**config.mk**
```make
export PLATFORM = sky130hd
export DESIGN_NAME = dtt_timer
export DESIGN_NICKNAME = d
export VERILOG_FILES = /design/src/rtl/dtt_pkg.sv /design/src/rtl/dtt_timer.sv
export VERILOG_INCLUDE_DIRS = /design/src /design/src/rtl
export SDC_FILE = /design/constraint.sdc
export NUM_CORES = 1
export LEC_CHECK = 0
export BUFFER_PORTS_ARGS = -buffer_cell sky130_fd_sc_hd__buf_2
export CAP_MARGIN = 20
export CORE_UTILIZATION = 40
export CTS_CLUSTER_SIZE = 40
export DETAILED_ROUTE_END_ITERATION = 10
export PLACE_DENSITY = 0.54
export SLEW_MARGIN = 20
export SYNTH_ARGS = -nofsm -noshare
export SYNTH_HDL_FRONTEND = slang
export SYNTH_SLANG_ARGS = --single-unit
```
**constraint.sdc**
```tcl
create_clock -name sys_clk -period 3.3 [get_ports sys_clk]
set_input_delay 0.33 -clock sys_clk [delete_from_list [all_inputs] [get_ports sys_clk]]
set_output_delay 0.33 -clock sys_clk [all_outputs]
set_load 0.005 [all_outputs]
```
**src/rtl/dtt_defines.svh**
```systemverilog
// Timing constants and reset values for the definite-time trip timer.
// Assumes sys_clk at 10 MHz; included by its bare name.
`ifndef DTT_DEFINES_SVH
`define DTT_DEFINES_SVH
`define DTT_CLK_HZ        10_000_000
`define DTT_TICK_MS       100
`define DTT_TICK_CYCLES   ((`DTT_CLK_HZ / 1000) * `DTT_TICK_MS)
`define DTT_DIGIT_MAX     4'h9
`define DTT_SYNC_RESET    3'h0
`define DTT_DELAY_RESET   8'h99
`endif

```
**src/rtl/dtt_pkg.sv**
```systemverilog
// Types for the definite-time trip timer.
// Assumes dtt_defines.svh is available on the include path.
`default_nettype none
package dtt_pkg;
  typedef enum logic [1:0] {
    DTT_IDLE,
    DTT_TIMING,
    DTT_TRIPPED
  } dtt_state_e;

  // Front-panel delay selection, two decimal digits
  typedef struct packed {
    logic [3:0] units;
    logic [3:0] tenths;
  } dtt_delay_s;

  // Panel inputs: the comparator threshold level plus the test and target-reset buttons
  typedef struct packed {
    logic       over_pickup;
    logic       test_button;
    logic       target_reset;
  } dtt_panel_s;

  typedef logic [6:0]  dtt_count_t;
  typedef logic [19:0] dtt_tick_t;
endpackage : dtt_pkg
`default_nettype wire

```
**src/rtl/dtt_timer.sv**
```systemverilog
// Definite-time trip timer: pickup, delay counting, trip, test and target.
// Assumes the analog comparator, range and tap selection sit outside and
// deliver one threshold-exceeded level; all panel inputs are asynchronous,
// and the delay digits pass the same three-stage filter as one word.
// Functional notes
// - When the threshold input is high, the pickup lamp turns on and the delay interval starts.
// - The delay comes from two front-panel digits spanning 0.0 to 9.9 s in 0.1 s steps.
// - A delay selection of 00 trips with no deliberate delay.
// - Dropping below pickup before timeout clears the count, so timing restarts from zero.
// - The delay is counted from a calibrated tick and compared to the delay selection.
// - Pickup level is set by the ten-position tap and the high/low range, outside this block.
// - A range change under current needs no reset; the timer just follows the threshold level.
// - Total response is the averaging settle time outside plus the counted delay here.
// - On timeout with the threshold still high, the trip output and auxiliary output energize.
// - The test button energizes the output relays directly, regardless of timing.
// - The target latches once trip has energized and holds until a manual reset.
`timescale 1ns/1ns
`include "dtt_defines.svh"
`default_nettype none

module dtt_timer
  import dtt_pkg::*;
#(
  parameter int TICK_CYCLES = `DTT_TICK_CYCLES
) (
  // Clock and reset
  input  wire logic       sys_clk,
  input  wire logic       reset_n,
  // Panel and comparator
  input  wire dtt_panel_s panel,
  input  wire dtt_delay_s delay_sel,
  // Outputs to lamps and relay drivers
  output logic            pickup_lamp,
  output logic            trip_out,
  output logic            aux_out,
  output logic            target_flag
);

  // Three-stage synchronisers; first stage only feeds the second
  logic [2:0] sync_a, sync_b, sync_c;
  logic [2:0] next_sync_a, next_sync_b, next_sync_c;
  logic [2:0] clean, next_clean;

  always_comb begin
    next_sync_a = {panel.over_pickup, panel.test_button, panel.target_reset};
    next_sync_b = sync_a;
    next_sync_c = sync_b;
    next_clean  = clean;
    for (int i = 0; i < 3; i++) begin
      if (sync_b[i] == sync_c[i]) begin
        next_clean[i] = sync_c[i];
      end
    end
  end

  always_ff @(posedge sys_clk or negedge reset_n) begin
    if (!reset_n) begin
      sync_a <= `DTT_SYNC_RESET;
      sync_b <= `DTT_SYNC_RESET;
      sync_c <= `DTT_SYNC_RESET;
      clean  <= `DTT_SYNC_RESET;
    end else begin
      sync_a <= next_sync_a;
      sync_b <= next_sync_b;
      sync_c <= next_sync_c;
      clean  <= next_clean;
    end
  end

  // Thumbwheel digits are pins as well; the word is taken only when both late
  // stages agree, so a switch caught between detents never reaches the compare
  dtt_delay_s dsel_a, dsel_b, dsel_c, dsel_clean;
  dtt_delay_s next_dsel_a, next_dsel_b, next_dsel_c, next_dsel_clean;

  always_comb begin
    next_dsel_a     = delay_sel;
    next_dsel_b     = dsel_a;
    next_dsel_c     = dsel_b;
    next_dsel_clean = dsel_clean;
    if (dsel_b == dsel_c) begin
      next_dsel_clean = dsel_c;
    end
  end

  always_ff @(posedge sys_clk or negedge reset_n) begin
    if (!reset_n) begin
      dsel_a     <= `DTT_DELAY_RESET;
      dsel_b     <= `DTT_DELAY_RESET;
      dsel_c     <= `DTT_DELAY_RESET;
      dsel_clean <= `DTT_DELAY_RESET;
    end else begin
      dsel_a     <= next_dsel_a;
      dsel_b     <= next_dsel_b;
      dsel_c     <= next_dsel_c;
      dsel_clean <= next_dsel_clean;
    end
  end

  logic over, test_btn, tgt_rst;
  // The filtered level is all this block sees of tap, range and averaging
  assign over     = clean[2];
  assign test_btn = clean[1];
  assign tgt_rst  = clean[0];

  // Out-of-range digits are clamped to 9 so a bad switch never disables timing
  function automatic logic [3:0] clamp_digit(input logic [3:0] d);
    clamp_digit = (d > `DTT_DIGIT_MAX) ? `DTT_DIGIT_MAX : d;
  endfunction : clamp_digit

  function automatic dtt_count_t bcd_to_ticks(input dtt_delay_s d);
    logic [3:0] u;
    logic [3:0] t;
    u = clamp_digit(d.units);
    t = clamp_digit(d.tenths);
    bcd_to_ticks = 7'((u * 10) + t);
  endfunction : bcd_to_ticks

  dtt_state_e state, next_state;
  dtt_tick_t  prescale, next_prescale;
  dtt_count_t tenths, next_tenths;
  dtt_count_t target_ticks;
  logic       tick;

  assign target_ticks = bcd_to_ticks(dsel_clean);

  // Prescaler rests at zero outside an unfinished interval
  // Compare runs before the next tick, so trip lands three clocks after the last one
  always_comb begin
    tick          = 1'b0;
    next_prescale = '0;
    if ((state == DTT_TIMING) && over && (tenths < target_ticks)) begin
      if (prescale == 20'(TICK_CYCLES - 1)) begin
        tick = 1'b1;
      end else begin
        next_prescale = prescale + 20'h0_0001;
      end
    end
  end

  always_ff @(posedge sys_clk or negedge reset_n) begin
    if (!reset_n) begin
      prescale <= '0;
    end else begin
      prescale <= next_prescale;
    end
  end

  // Timing state and tenth count
  always_comb begin
    next_state  = state;
    next_tenths = tenths;
    case (state)
      DTT_IDLE: begin
        next_tenths = '0;
        if (over) begin
          // Zero setting skips the timing state entirely
          next_state = (target_ticks == '0) ? DTT_TRIPPED : DTT_TIMING;
        end
      end
      DTT_TIMING: begin
        if (!over) begin
          next_state = DTT_IDLE;
        end else if (tenths >= target_ticks) begin
          next_state = DTT_TRIPPED;
        end else if (tick) begin
          next_tenths = tenths + 7'h01;
        end
      end
      DTT_TRIPPED: begin
        if (!over) begin
          next_state = DTT_IDLE;
        end
      end
      default: begin
        next_state = DTT_IDLE;
      end
    endcase
  end

  always_ff @(posedge sys_clk or negedge reset_n) begin
    if (!reset_n) begin
      state  <= DTT_IDLE;
      tenths <= '0;
    end else begin
      state  <= next_state;
      tenths <= next_tenths;
    end
  end

  // Lamp and relay drives come straight from flops
  logic next_pickup, next_trip, next_aux, next_target;
  logic relay_on;

  always_comb begin
    relay_on    = (state == DTT_TRIPPED);
    // Range or tap changes only move the comparator; no restart needed
    next_pickup = over;
    // Test path skips the timer so relay wiring can be proven
    next_trip   = relay_on || test_btn;
    next_aux    = relay_on || test_btn;
    // Set wins over a simultaneous manual reset
    next_target = next_trip || (target_flag && !tgt_rst);
  end

  always_ff @(posedge sys_clk or negedge reset_n) begin
    if (!reset_n) begin
      pickup_lamp <= 1'b0;
      trip_out    <= 1'b0;
      aux_out     <= 1'b0;
      target_flag <= 1'b0;
    end else begin
      pickup_lamp <= next_pickup;
      trip_out    <= next_trip;
      aux_out     <= next_aux;
      target_flag <= next_target;
    end
  end

endmodule : dtt_timer

`default_nettype wire

```
==> results.cfg <==
[status]
status = finished with violations
violations = setup timing

[floorplan]
design.die.area_um2 = 8830
die_h_um = 94.0
num_rows = 33
pin_count = 17
initial_core_util = 0.412
core_um2 = 8220
die_w_um = 94.0

[routing]
dr_total_vias = 2194
wirelength_um = 6330
firstDrtPassIters = 4
drc = 0
postRouteAntennaNets = 0
routed_via_density = 5.07
drt_iter0_drc = 85
routedWlPerCell_um = 14.6

[synthesis]
synth_flop_cell = dfrtp_1
ys_seq_area_frac = 0.568
synth_edf_count = 0
syn_avg_cell_area_um2 = 12.0
async_flop_share = 1.00
ys_types = 49
ys.warnings.count = 0
synth_cells = 282
netlist_area_um2 = 3380
synth_nets = 312
ys_ff_latch = 76

[placement]
io_buffers = 16
dp_hpwl_um = 4020
place.gp.congestion = 0.766
place_inst = 408
pre_cts_slack_ps = -238

[hold_path]
min_path_cells = 1
holdPathEnd = dsel_a[7]
min-delay-start = delay_sel[7]
hold_class = in -> reg

[final_layout]
area_delta_synth_final_pct = 22.5
fill_cells = 732
finish.net_count = 353
final_cells = 433
drive_gt1_frac = 0.351
num_antenna_cells = 0

[clock_network]
cts-root-buf = clkbuf_8
numCtsBuffers = 9
insertion_delay_ps = 350
htreeDepth = 3
ctsHoldBuffers = 0
cts_tree = done
cts.sinks = 76
clk_pin_slew_ps = 90
clockBufferDepth = 2

[timing]
worst_pin_slew_ps = 932
fin_worst_skew_ps = 8.44
fin_crit_ps = 3410
slew_viol_final = 0
min_period_over_period = 1.03
final.setup.worst_slack_ps = -115
rsz0062_at_grt = yes
setup_viol = 26
slew_headroom = 0.379
fmax_ghz = 0.293
hold_slack_ps = 69.1
hold_viol = 0

[critical_path]
r2r_slack_ps = -110
worstPathMaxFanout = 6
rr_startpoint = dsel_clean[7]
startpoint_type = flop
crit_type = reg -> reg
reg2reg_to = tenths[3]
cp.arrival_ps = 3690
crit_path_end_kind = flop
required_ps = 3580
rr_worst_depth = 13

[global_route]
grtUsageTotal = 0.169
grt_pass1_wl_um = 11200
grt_max_degree = 77
grt.overflow.total = 0
grt_pass1_vias = 2319
antenna_found_initial = 0

[power]
powerDensity_nw_per_um2 = 571
p_leak_nw = 1.73
ir_worst_vdd_mv = 0.296

[run]
maxCapViolCount = 0
## critical path, cell delays in order, from the launching register on
cell       delay, ps
dfstp_2          620
buf_6            130
ha_4             200
ha_4             150
fa_1             510
nand2_1           90
o21a_1           190
or2_4            240
ha_4             220
nand4_1          100
o21bai_4         190
o2111ai_4        200
or3_4            410
a21oi_2          120
## per-stage QoR
step,total power [mW],util,TNS [ps],instance area [um2]
3_3_place_gp,1.50,0.449,-1940,3690
6_report,2.37,0.505,-1150,4150
2_1_floorplan,1.37,-,0,3450
3_5_place_dp,1.50,0.449,-5300,3690
4_1_cts,2.37,0.495,-1640,4070
5_1_grt,2.50,0.505,-4200,4150
## Yosys cell counts (4+ instances only)
library cell   n  area (um2)
or3_1          4        25.0
nand2_1       18        67.6
xnor2_1       17         149
o21ai_0       10        50.1
mux2_2         8        90.1
nor2b_1        6        37.5
ha_1          15         188
nand4_1        7        43.8
dfstp_2       16         420
a21o_1         4        30.0
nand3_1       10        50.1
inv_1          8        30.0
clkbuf_1       4        15.0
a21oi_1        9        45.0
nor2_1        28         105
xor2_1        12         105
dfrtp_1       60        1500
## sequential cells by signal (all words and copies together) (netlist names)
signal,count
target_flag,1
state,2
aux_out,1
next_sync_b,3
dsel_b,8
dsel_c,8
prescale,20
next_sync_c,3
dsel_clean,8
pickup_lamp,1
clean,3
dsel_a,8
sync_c,3
tenths,7
## worst max-delay path by stage
stage | from | endpoint | depth (start not counted) | slack (ps)
final | dsel_clean[7] | tenths[3] | 13 | -110
after global routing | dsel_clean[7] | tenths[5] | 13 | -240
after CTS | dsel_clean[7] | tenths[4] | 13 | -110
after detailed placement | dsel_clean[7] | prescale[16] | 13 | -240
after global placement | dsel_clean[5] | tenths[4] | 14 | -100
after floorplan | dsel_clean[7] | tenths[4] | 13 | 10
## cells in the final DEF, fill, tap and decap left out, types with 4 or more instances in the layout
cell and instances:
buf_4 15, nand2_1 17, xor2_1 12, a21o_1 4, buf_2 15, ha_1 11
o21ai_1 6, clkbuf_8 9, a21oi_1 5, dfstp_2 16, mux2_2 8, nand4_1 7
nor2_1 25, xnor2_1 16, nand3_1 9, dfrtp_1 60, inv_1 8
## repair_timing
item,CTS,global route
endpoints found under the setup margin,29,29
gates cloned,3,0
pin swaps,18,9
resized for setup,22,15
setup buffers,4,2
## area by class of cell
class / instances / area [um2] / share of cell area
clock buffer: 9 / 124 / 0.0299
clock inverter: 7 / 95.1 / 0.0229
inverter: 8 / 30.0 / 0.00724
multi-input combinational: 196 / 1630 / 0.394
sequential: 76 / 1920 / 0.463
tap: 105 / 131 / 0.0317
timing repair buffer: 32 / 210 / 0.0507
## per-layer routing
metal	wire (um)	vias to the layer above	track usage
met1	3110	1070	0.236
met3	176	13	0.0307
met4	131	0	0.0756
li1	-	1079	-
met5	0	-	0
met2	2910	32	0.254
## power breakdown
part           total, mW  switching, mW  leakage, nW  internal (mW)
Combinational      0.554          0.296        0.677          0.258
Clock              0.763          0.392        0.111          0.372
Sequential          1.05         0.0513        0.938           1.00
Total               2.37          0.739         1.73           1.63
## cell families (layout without fill, tap and decap cells)
| group | after synthesis | after routing | share of synthesized area |
|---|---|---|---|
| AO/OA/AOI/OAI | 33 | 36 | 0.0717 |
| XOR/XNOR | 29 | 29 | 0.0750 |
| adder cells (fa/ha/maj) | 20 | 20 | 0.0762 |
| buffers and inverters | 13 | 56 | 0.0155 |
| flip-flops | 76 | 76 | 0.568 |
| multiplexers | 8 | 8 | 0.0266 |
| AND/OR/NAND/NOR | 103 | 103 | 0.167 |
Power figures use the tool's default switching activity.
